### config.mk
export PLATFORM = sky130hd
export DESIGN_NAME = sbic_host_port
export DESIGN_NICKNAME = d
export VERILOG_FILES = /design/src/hw/sbic_pkg.sv /design/src/hw/sbic_host_port.sv /design/src/hw/sbic_sync.sv
export SDC_FILE = /design/constraint.sdc
export NUM_CORES = 1
export LEC_CHECK = 0
export BUFFER_PORTS_ARGS = -buffer_cell sky130_fd_sc_hd__clkbuf_2
export CORE_MARGIN = 1.5
export CORE_UTILIZATION = 50
export DETAILED_ROUTE_END_ITERATION = 7
export PLACE_DENSITY = 0.73
export SYNTH_ARGS = -nofsm -noshare
export SYNTH_HDL_FRONTEND = slang
export SYNTH_SLANG_ARGS = --single-unit
export TNS_END_PERCENT = 10
### constraint.sdc
create_clock -name I_MCLK -period 2 [get_ports I_MCLK]
set_input_delay 0.4 -clock I_MCLK [delete_from_list [all_inputs] [get_ports I_MCLK]]
set_output_delay 0.4 -clock I_MCLK [all_outputs]
set_load 0.01 [all_outputs]
### src/hw/sbic_pkg.sv
package sbic_pkg;

	// Register select codes seen on the two register-select lines.
	localparam logic [1:0] REG_CTRL = 2'h0;
	localparam logic [1:0] REG_DATA = 2'h1;
	localparam logic [1:0] REG_VECTOR = 2'h2;
	localparam logic [1:0] REG_CHAIN = 2'h3;

	// Command codes written to the control register.
	localparam logic [7:0] CMD_RST_TX_PEND = 8'h28;
	localparam logic [7:0] CMD_RST_ERR_PEND = 8'h30;
	localparam logic [7:0] CMD_RST_STAT_PEND = 8'h10;
	localparam logic [7:0] CMD_RST_IN_SERVICE = 8'h38;
	localparam logic [7:0] CMD_LOWER_CHAIN_DISABLE = 8'h01;
	localparam logic [7:0] CMD_LOWER_CHAIN_ENABLE = 8'h02;
	localparam logic [7:0] CMD_SOFT_RESET = 8'hC0;

	// Interrupt sources, index 0 has the highest priority.
	localparam int N_SRC = 4;
	localparam logic [1:0] SRC_ERR = 2'h0;
	localparam logic [1:0] SRC_RX = 2'h1;
	localparam logic [1:0] SRC_TX = 2'h2;
	localparam logic [1:0] SRC_STAT = 2'h3;

	// Reset values.
	localparam logic [7:0] VECTOR_BASE_RST = 8'h00;
	localparam logic [N_SRC-1:0] FLAGS_RST = 4'h0;
	localparam logic [7:0] DATA_RST = 8'h00;

	// Bundle of pin inputs taken through the synchroniser.
	localparam int SYNC_W = 16;
	localparam logic [SYNC_W-1:0] SYNC_RST = 16'hFFFF;

	typedef enum logic [1:0] {
		ACC_IDLE,
		ACC_READ,
		ACC_WRITE,
		ACC_ACK
	} sbic_acc_e;

endpackage : sbic_pkg

### src/hw/sbic_host_port.sv
`timescale 1ns/1ns
// Notes on behaviour
// - Read and write strobes low together reset the whole chip.
// - The vector is driven only while acknowledge and read are both low.
// - Strobes are synchronised to the local clock before any use.
// - No new interrupt request is raised during an acknowledge cycle.
// - Events set pending flags and an acknowledge leaves them unchanged.
// - Pending flags clear by command or when their cause is serviced.
// - An acknowledge sets in-service only with a pending flag and CHAIN_ENABLE_IN high.
// - In-service flags clear only by software command or by strobe reset.
// - Outside acknowledge, enable-out is enable-in with no flag in service.
// - During acknowledge, enable-out is low on low CHAIN_ENABLE_IN, pending or service.
// - A lower-chain-disable command forces enable-out low.
// - The acknowledging read drives the vector and sets in-service at once.
module sbic_host_port
	import sbic_pkg::*;
(
	input wire logic I_MCLK,
	input wire logic I_RST_B,
	input wire logic [1:0] I_REG_SEL,
	input wire logic I_CE_N,
	input wire logic I_RD_N,
	input wire logic I_WR_N,
	input wire logic I_IRQ_ACK_N,
	input wire logic [7:0] I_DATA_BUS,
	output logic [7:0] O_DATA_BUS,
	output logic O_DATA_BUS_OE_N,
	input wire logic I_IRQ_N,
	output logic O_IRQ_N,
	output logic O_IRQ_OE_N,
	input wire logic I_CHAIN_ENABLE_IN,
	output logic O_CHAIN_ENABLE_OUT,
	input wire logic I_EV_TX_EMPTY,
	input wire logic I_EV_RX_AVAIL,
	input wire logic I_EV_ERROR,
	input wire logic I_EV_STAT_CHG,
	input wire logic [7:0] I_RX_DATA,
	output logic O_RX_READ,
	output logic [7:0] O_TX_DATA,
	output logic O_TX_LOAD,
	output logic O_CHIP_RESET
);

	function automatic logic [1:0] hi_pri(input logic [N_SRC-1:0] f);
		logic [1:0] idx;
		idx = 2'h0;
		for (int i = N_SRC - 1; i >= 0; i--)
			if (f[i])
				idx = 2'(i);
		return idx;
	endfunction : hi_pri

	function automatic logic [N_SRC-1:0] one_hot(input logic [1:0] idx);
		return 4'h1 << idx;
	endfunction : one_hot

	logic [SYNC_W-1:0] sync_q;
	logic ce_s, rd_s, wr_s, ack_s, cei_s, irq_pin_s;
	logic [1:0] rs_s;
	logic [7:0] data_s;

	sbic_sync #(
		.W(SYNC_W),
		.RST(SYNC_RST)
	) u_sync (
		.i_clk(I_MCLK),
		.i_rst_b(I_RST_B),
		.i_d({I_CE_N, I_RD_N, I_WR_N, I_IRQ_ACK_N, I_REG_SEL,
			I_CHAIN_ENABLE_IN, I_IRQ_N, I_DATA_BUS}),
		.o_q(sync_q)
	);

	assign {ce_s, rd_s, wr_s, ack_s, rs_s, cei_s, irq_pin_s, data_s} = sync_q;

	sbic_acc_e state_ff, nxt_state;
	logic [N_SRC-1:0] pend_ff, nxt_pend, ius_ff, nxt_ius, ev_set, pend_clr;
	logic [7:0] rd_data_ff, vec_base_ff, tx_data_ff;
	logic drive_ff, dlc_ff, int_ff, ceo_ff, rx_read_ff, tx_load_ff, srst_ff;
	logic srst, in_ack, ack_hit, rd_start, wr_start, ack_start, soft_rst;
	logic int_cond;
	logic [7:0] vector;

	assign srst = !rd_s && !wr_s;
	assign in_ack = !ack_s;
	assign ack_hit = cei_s && (|pend_ff);
	assign vector = {vec_base_ff[7:2], hi_pri(pend_ff)};

	always_comb
	begin
		nxt_state = state_ff;
		case (state_ff)
			ACC_IDLE:
				if (!rd_s && !ack_s)
					nxt_state = ACC_ACK;
				else if (!rd_s && !ce_s)
					nxt_state = ACC_READ;
				else if (!wr_s && !ce_s)
					nxt_state = ACC_WRITE;
			ACC_READ:
				if (rd_s)
					nxt_state = ACC_IDLE;
			// Losing either strobe ends the cycle, so the vector never
			// outlives the pair that gates it.
			ACC_ACK:
				if (rd_s || ack_s)
					nxt_state = ACC_IDLE;
			ACC_WRITE:
				if (wr_s)
					nxt_state = ACC_IDLE;
			default:
				nxt_state = ACC_IDLE;
		endcase
		if (srst)
			nxt_state = ACC_IDLE;
	end

	assign rd_start = state_ff == ACC_IDLE && nxt_state == ACC_READ;
	assign wr_start = state_ff == ACC_IDLE && nxt_state == ACC_WRITE;
	assign ack_start = state_ff == ACC_IDLE && nxt_state == ACC_ACK;
	assign soft_rst = wr_start && rs_s == REG_CTRL && data_s == CMD_SOFT_RESET;

	always_ff @(posedge I_MCLK or negedge I_RST_B)
	begin
		if (!I_RST_B)
			state_ff <= ACC_IDLE;
		else
			state_ff <= nxt_state;
	end

	assign ev_set = {I_EV_STAT_CHG, I_EV_TX_EMPTY, I_EV_RX_AVAIL, I_EV_ERROR};

	always_comb
	begin
		pend_clr = '0;
		if (rd_start && rs_s == REG_DATA)
			pend_clr[SRC_RX] = 1'b1;
		if (wr_start && rs_s == REG_DATA)
			pend_clr[SRC_TX] = 1'b1;
		if (wr_start && rs_s == REG_CTRL)
		begin
			if (data_s == CMD_RST_TX_PEND)
				pend_clr[SRC_TX] = 1'b1;
			if (data_s == CMD_RST_ERR_PEND)
				pend_clr[SRC_ERR] = 1'b1;
			if (data_s == CMD_RST_STAT_PEND)
				pend_clr[SRC_STAT] = 1'b1;
		end
		// An event in the clearing cycle survives; acknowledge clears none.
		nxt_pend = (pend_ff & ~pend_clr) | ev_set;
		if (srst || soft_rst)
			nxt_pend = FLAGS_RST;
	end

	always_comb
	begin
		nxt_ius = ius_ff;
		if (ack_start && ack_hit)
			nxt_ius = ius_ff | one_hot(hi_pri(pend_ff));
		if (wr_start && rs_s == REG_CTRL && data_s == CMD_RST_IN_SERVICE)
			nxt_ius = ius_ff & ~one_hot(hi_pri(ius_ff));
		if (srst || soft_rst)
			nxt_ius = FLAGS_RST;
	end

	always_ff @(posedge I_MCLK or negedge I_RST_B)
	begin
		if (!I_RST_B)
		begin
			pend_ff <= FLAGS_RST;
			ius_ff <= FLAGS_RST;
		end
		else
		begin
			pend_ff <= nxt_pend;
			ius_ff <= nxt_ius;
		end
	end

	always_ff @(posedge I_MCLK or negedge I_RST_B)
	begin
		if (!I_RST_B)
			dlc_ff <= 1'b0;
		else if (srst || soft_rst)
			dlc_ff <= 1'b0;
		else if (wr_start && rs_s == REG_CTRL)
		begin
			if (data_s == CMD_LOWER_CHAIN_DISABLE)
				dlc_ff <= 1'b1;
			else if (data_s == CMD_LOWER_CHAIN_ENABLE)
				dlc_ff <= 1'b0;
		end
	end

	always_ff @(posedge I_MCLK or negedge I_RST_B)
	begin
		if (!I_RST_B)
			vec_base_ff <= VECTOR_BASE_RST;
		else if (srst || soft_rst)
			vec_base_ff <= VECTOR_BASE_RST;
		else if (wr_start && rs_s == REG_VECTOR)
			vec_base_ff <= data_s;
	end

	always_ff @(posedge I_MCLK or negedge I_RST_B)
	begin
		if (!I_RST_B)
		begin
			tx_data_ff <= DATA_RST;
			tx_load_ff <= 1'b0;
			rx_read_ff <= 1'b0;
			srst_ff <= 1'b0;
		end
		else
		begin
			tx_load_ff <= wr_start && rs_s == REG_DATA;
			rx_read_ff <= rd_start && rs_s == REG_DATA;
			srst_ff <= srst || soft_rst;
			if (wr_start && rs_s == REG_DATA)
				tx_data_ff <= data_s;
		end
	end

	// Read data is captured once at the start so it holds for the strobe.
	always_ff @(posedge I_MCLK or negedge I_RST_B)
	begin
		if (!I_RST_B)
			rd_data_ff <= DATA_RST;
		else if (ack_start && ack_hit)
			rd_data_ff <= vector;
		else if (rd_start)
		begin
			case (rs_s)
				REG_CTRL: rd_data_ff <= {ius_ff, pend_ff};
				REG_DATA: rd_data_ff <= I_RX_DATA;
				REG_VECTOR: rd_data_ff <= vec_base_ff;
				default: rd_data_ff <= {4'h0, dlc_ff, cei_s, ceo_ff, !irq_pin_s};
			endcase
		end
	end

	always_ff @(posedge I_MCLK or negedge I_RST_B)
	begin
		if (!I_RST_B)
			drive_ff <= 1'b0;
		else if (nxt_state == ACC_IDLE)
			drive_ff <= 1'b0;
		else if (rd_start || (ack_start && ack_hit))
			drive_ff <= 1'b1;
	end

	assign int_cond = (|pend_ff) && !(|ius_ff) && cei_s;

	always_ff @(posedge I_MCLK or negedge I_RST_B)
	begin
		if (!I_RST_B)
			int_ff <= 1'b0;
		else if (in_ack)
			int_ff <= int_ff && int_cond;
		else
			int_ff <= int_cond;
	end

	always_ff @(posedge I_MCLK or negedge I_RST_B)
	begin
		if (!I_RST_B)
			ceo_ff <= 1'b0;
		else if (dlc_ff)
			ceo_ff <= 1'b0;
		else if (in_ack)
			ceo_ff <= cei_s && !(|pend_ff) && !(|ius_ff);
		else
			ceo_ff <= cei_s && !(|ius_ff);
	end

	assign O_DATA_BUS = rd_data_ff;
	assign O_DATA_BUS_OE_N = !drive_ff;
	assign O_IRQ_N = 1'b0;
	assign O_IRQ_OE_N = !int_ff;
	assign O_CHAIN_ENABLE_OUT = ceo_ff;
	assign O_RX_READ = rx_read_ff;
	assign O_TX_DATA = tx_data_ff;
	assign O_TX_LOAD = tx_load_ff;
	assign O_CHIP_RESET = srst_ff;
endmodule : sbic_host_port

### src/hw/sbic_sync.sv
`timescale 1ns/1ns
// Two-stage synchroniser; the first stage is read by the second alone.
module sbic_sync #(
	parameter int W = 1,
	parameter logic [W-1:0] RST = '0
) (
	input wire logic i_clk,
	input wire logic i_rst_b,
	input wire logic [W-1:0] i_d,
	output logic [W-1:0] o_q
);

	logic [W-1:0] meta_ff;

	always_ff @(posedge i_clk or negedge i_rst_b)
	begin
		if (!i_rst_b)
		begin
			meta_ff <= RST;
			o_q <= RST;
		end
		else
		begin
			meta_ff <= i_d;
			o_q <= meta_ff;
		end
	end

endmodule : sbic_sync

Yosys cells after proc, flatten, opt, wreduce, memory -nomap -nowiden
Index checks and enable logic that the tools add are counted.

word-level totals
  register bits after elaboration = 73
  latch bits = 0
  RAM bits = 0
  bits in read-only memories = 0
  input bits = 30
  output and inout bits = 23
  memories kept = 0

operators by class
  add/subtract/negate cells = 0
  $mul = 0
  divide/modulo/power cells = 0
  $lt $le $gt $ge = 0
  eq/ne operators = 15
  shift-type cells = 2
  muxes and demuxes = 43
  bitwise logic cells = 6
  reduce and logical (&&, ||, !) cells = 45

operator list
  operator                                                                number
  2-bit 2-to-1 mux                                                        18
  8-bit 2-to-1 mux                                                        4
  8-bit by 6-bit equality test with 1-bit output (second input constant)  3
  8-bit case mux with 3 select lines                                      1
  1-bit logical AND                                                       21
  4-bit 2-to-1 mux                                                        4
  1-bit 2-to-1 mux                                                        15
  2-bit equality test (second input constant)                             5
  1-bit zero test                                                         9
  4-bit AND                                                               2
  8-bit by 1-bit equality test with 1-bit output (second input constant)  1
  8-bit by 2-bit equality test with 1-bit output (second input constant)  1
  8-bit by 5-bit equality test with 1-bit output (second input constant)  1
  8-bit equality test (second input constant)                             1
  4-bit inverter                                                          2
  4-bit bitwise OR                                                        2
  2-bit case mux with 4 select lines                                      1
  2-bit nonzero test                                                      4
  4-bit OR reduction                                                      2
  1-bit by 2-bit left shift with 4-bit output (first input constant)      2
  2-bit by 1-bit equality test with 1-bit output (second input constant)  3
  2-bit zero test                                                         3
  3-bit nonzero test                                                      2
  1-bit logical OR                                                        3
  2-bit AND reduction                                                     1

Longest topological paths before layout
  word-level depth = 17
  mapped depth = 7

By module
A second synthesis with hierarchy kept.

unflattened totals
  cells, all modules = 235
  area total of the unflattened synthesis = 2947.8 um2

modules (own cells, without submodules)
  module          instances  cells each  area each (um2)
  sbic_host_port  1          203         2107.0
  sbic_sync       1          32          840.8

Worst setup path before layout
OpenSTA, ideal clock, no wires.

  kind = reg2reg
  start = register u_sync.o_q[13]
  end = register rd_data_ff[0], in the netlist O_DATA_BUS[0]
  setup time = 126 ps
  arrival time = 1578 ps
  required time = 1874 ps
  setup slack = 296 ps
  stages on the path, launching flop included = 6
  buffers on the path = 0
  period minus slack after synthesis = 1704 ps
  cells stage by stage = dfstp_2 and2b_2 nand4b_4 a211oi_4 nor2_2 a221o_1

on the way
  cells in the longest elaborated chain, start to end = 11
  elaborated cells between the ends (all ways) = 16
  classes of those cells = eq/ne: 2; mux: 7; reduce/logical: 7

ends and longest elaborated chain
  item                                                    RTL line                                    text
  start: declaration                                      sbic_sync.sv:10                             output logic [W-1:0] o_q
  start signal: assignment                                sbic_sync.sv:25                             o_q <= meta_ff;
  1-bit zero test                                         sbic_host_port.sv:83, sbic_host_port.sv:97
  1-bit logical AND                                       sbic_host_port.sv:97                        else if (!wr_s && !ce_s)
  2-bit 2-to-1 mux                                        sbic_host_port.sv:97
  2-bit 2-to-1 mux                                        sbic_host_port.sv:95                        else if (!rd_s && !ce_s)
  2-bit 2-to-1 mux                                        sbic_host_port.sv:93                        if (!rd_s && !ack_s)
  2-bit case mux with 4 select lines                      sbic_host_port.sv:91                        case (state_ff)
  2-bit 2-to-1 mux *                                      sbic_host_port.sv:113                       if (srst)
  2-bit equality test                                     sbic_host_port.sv:119                       assign ack_start = state_ff == ACC_IDLE && nxt_state == ACC_ACK;
  1-bit logical AND                                       sbic_host_port.sv:119
  1-bit logical AND                                       sbic_host_port.sv:228                       else if (ack_start && ack_hit)
  8-bit 2-to-1 mux or 2-bit nonzero test (tied branches)  n/a
  end signal: assignment                                  sbic_host_port.sv:229                       rd_data_ff <= vector;
  end signal: assignment                                  sbic_host_port.sv:233                       REG_CTRL: rd_data_ff <= {ius_ff, pend_ff};
  end signal: assignment                                  sbic_host_port.sv:235                       REG_VECTOR: rd_data_ff <= vec_base_ff;
  end: declaration                                        sbic_host_port.sv:77                        logic [7:0] rd_data_ff, vec_base_ff, tx_data_ff;

Every way passes the cells marked *; elsewhere a longest branch is shown, timed or not.
A chain may end at the register's enable or synchronous reset.

Worst setup path in the final report
Same ends and word-level chain as after synthesis.

==> flow_summary.ini <==
[die]
die_h_um = 79.9
rows = 27
chipWidth_um = 79.9
die_area_um2 = 6390
core_area_um2 = 5610
io_pins = 53
initial_utilization_pct = 52.8

[synth]
synthTopCellsByArea = dfrtp_1, dfstp_2, a21oi_1
syn_area_um2 = 2960
synth_top_family_by_area = simple AND/OR/NAND/NOR gates
synth_mux_area_share_pct = 7.78
yosys.area_share.adder_pct = 0
synth-seq-cells = 73
yosys_most_used_dff = dfrtp_1
synth_compound_area_share_pct = 8.75
synth_area_leader_cell = dfrtp_1
synth_nets = 263
synth-simple-area-share_pct = 17.2
yosys_warnings = 0
yosysSeqAreaShare_pct = 63.1
synth_edf_count = 0
synth_xor_area_share_pct = 0.296
synthTopCellsByCount = dfrtp_1, dfstp_2, nor2_1, a21oi_1, nand3_1
avgSynthCellArea_um2 = 12.7
yosysMostFrequentCell = dfrtp_1
synth_top_area_share_pct = 34.7
ys_types = 44
syn_inst = 233
synthArstFlopShare_pct = 100

[power_and_ir_drop]
p_leak_nw = 1.64
p_per_area_nw_per_um2 = 969
seqPwrFrac_pct = 49.8
power.internal_mw = 2.66
p_sw_mw = 0.831
p_sw_share_pct = 23.8
comb_power_share_pct = 11.7
vdd_drop_max_mv = 0.528
pwr-share-clk_pct = 38.5

[sta]
hold_viol = 0
relSlewSlack_pct = 63.9
min_period_ps = 1820
max_freq_mhz = 549
setup_viol = 0
drv_slew = 0
final.setup.tns_ps = 0
finalCritPeriodShare_pct = 91.0
finClkSkew_ps = 10.6
worstMarginPinSlew_ps = 537
rsz0062_at_grt = false

[cells_and_area]
final-seq-area_um2 = 1870
nets = 329
final_util_pct = 64.3
areaGrowthSynthToFinish_pct = 21.7
drive_above_1_share_pct = 43.1
n_fill_cell = 451
multi_input_area_um2 = 1010
num_antenna_cells = 0
final_area_um2 = 3600

[critical_path]
critPathLaunchType = flop
crit_fanout = 7
crit_path_max_incr_delay_ps = 590
path_cells = and2b_2 -> nand4_1 -> a211oi_4 -> nor2_2 -> a221o_1
cp_num_buf_inv = 0
critical_path.top_delay_family = flip-flops
critical_path_class = reg -> reg
end_kind = flop
worst_path_max_delay_cell = dfstp_2
worstPathRequired_ps = 2230
cp.arrival_ps = 2050

[drt]
ant_nets = 0
vias = 2038
drt_first_pass_iters = 4
drt-wirelength-per-cell_um = 15.5
drtIter0Drc = 107
wirelength_um = 5810
drc = 0
vias_per_cell = 5.42

[placement]
gp_congestion = 0.869
hpwl_um = 4180
portBuffers = 51
dpl_cell_area_um2 = 3350

[run]
maxCapViolations = 0

[global_route]
grt_usage_pct = 20.7
grt_pass1_vias = 1996
grt_max_degree = 39
antenna_found_initial = 0
overflow = 0
grt_first_pass_wirelength_um = 9690

[clock_network]
clock_latency_ps = 340
clock_path_buffers = 2
clockRootBuffer = clkbuf_8
cts_tree = yes
post_cts_buffers = 0
htree_levels = 3
clk_pin_slew_worst_paths_ps = 80
cts_buffers = 9
cts.sinks = 73

[worst_hold_path]
hold_class = in -> reg

[outcome]
status = finished clean
## metrics by stage
stage                     instances  hold WS (ps)  power, mW  setup WS (ps)
after floorplan                 233           104       1.96            296
after CTS                       376           112       3.53            178
after global routing            376           114       3.65           52.3
after global placement          359           346       2.16            239
after detailed placement        359           347       2.17            198
final                           376           125       3.49            180
## final timing paths
check,startpoint,endpoint,slack (ps),cells past startpoint
worst max-delay path,u_sync.o_q[13],O_DATA_BUS[0],180,5
worst min-delay path,I_REG_SEL[1],u_sync.meta_ff[11],130,1
worst max register to register,u_sync.o_q[13],O_DATA_BUS[0],180,5
worst min register to register,u_sync.meta_ff[6],u_sync.o_q[6],360,0
max in group asynchronous,I_RST_B,u_sync.meta_ff[6],820,3
min in group asynchronous,I_RST_B,O_DATA_BUS[5],530,2
## power by group through the flow
stage	logic, mW	clock network [mW]	registers, mW
after detailed placement	0.408	0	1.77
after floorplan	0.187	0	1.78
after global placement	0.402	0	1.76
after global routing	0.451	1.43	1.76
final	0.408	1.35	1.74
after CTS	0.413	1.38	1.74
## cell usage in the layout (no fill, tap or decap), types with 3 or more instances in the layout
cell type | Yosys | layout
inv_1 | 7 | 7
clkbuf_2 | 0 | 50
a221o_1 | 4 | 4
nand2_1 | 13 | 13
nand3_1 | 14 | 14
mux2i_1 | 5 | 5
buf_4 | 2 | 8
nor3_1 | 11 | 11
a21oi_1 | 19 | 19
nor4b_1 | 3 | 3
nor2_1 | 21 | 21
nand2b_1 | 3 | 3
mux4_2 | 4 | 4
mux2_2 | 8 | 8
dfrtp_1 | 41 | 41
clkbuf_8 | 0 | 10
nor2b_1 | 5 | 5
nand4_1 | 4 | 4
dfstp_2 | 32 | 32
## cell type report
type / count / area share [%]
Sequential cell: 73 / 51.8
Multi-Input combinational cell: 145 / 28.1
Tap cell: 72 / 2.50
Timing Repair Buffer: 62 / 10.1
Clock buffer: 13 / 4.72
Clock inverter: 3 / 1.91
Inverter: 8 / 0.833
## layer usage
metal  global-route usage, %  vias to the layer above  part of all wire [%]
met1                    29.3                     1002                    46
met2                    30.3                       58                    47
met4                    10.7                        0                   2.3
met5                       0                        -                     0
met3                    3.89                       13                   4.6
li1                        -                      965                     -
## cell families after synthesis
group,after synthesis
XOR/XNOR,1
AND/OR/NAND/NOR,90
multiplexers,17
other,1
AO/OA/AOI/OAI,36
flip-flops,73
buffers and inverters,15
## sequential cells by signal, indices dropped and copies added (netlist names)
signal / cells
O_TX_DATA: 8
O_TX_LOAD: 1
O_DATA_BUS: 8
int_ff: 1
state_ff: 2
dlc_ff: 1
pend_ff: 4
O_RX_READ: 1
vec_base_ff: 8
O_CHIP_RESET: 1
O_CHAIN_ENABLE_OUT: 1
u_sync.meta_ff: 16
u_sync.o_q: 16
drive_ff: 1
ius_ff: 4
## timing repair
action                                  in CTS  in global routing
endpoints found under the setup margin       0                  0
endpoints found under the hold margin        5                  0
hold buffers                                 1                  0
resized for setup                            0                  0
(Power assumes the default switching activity.)
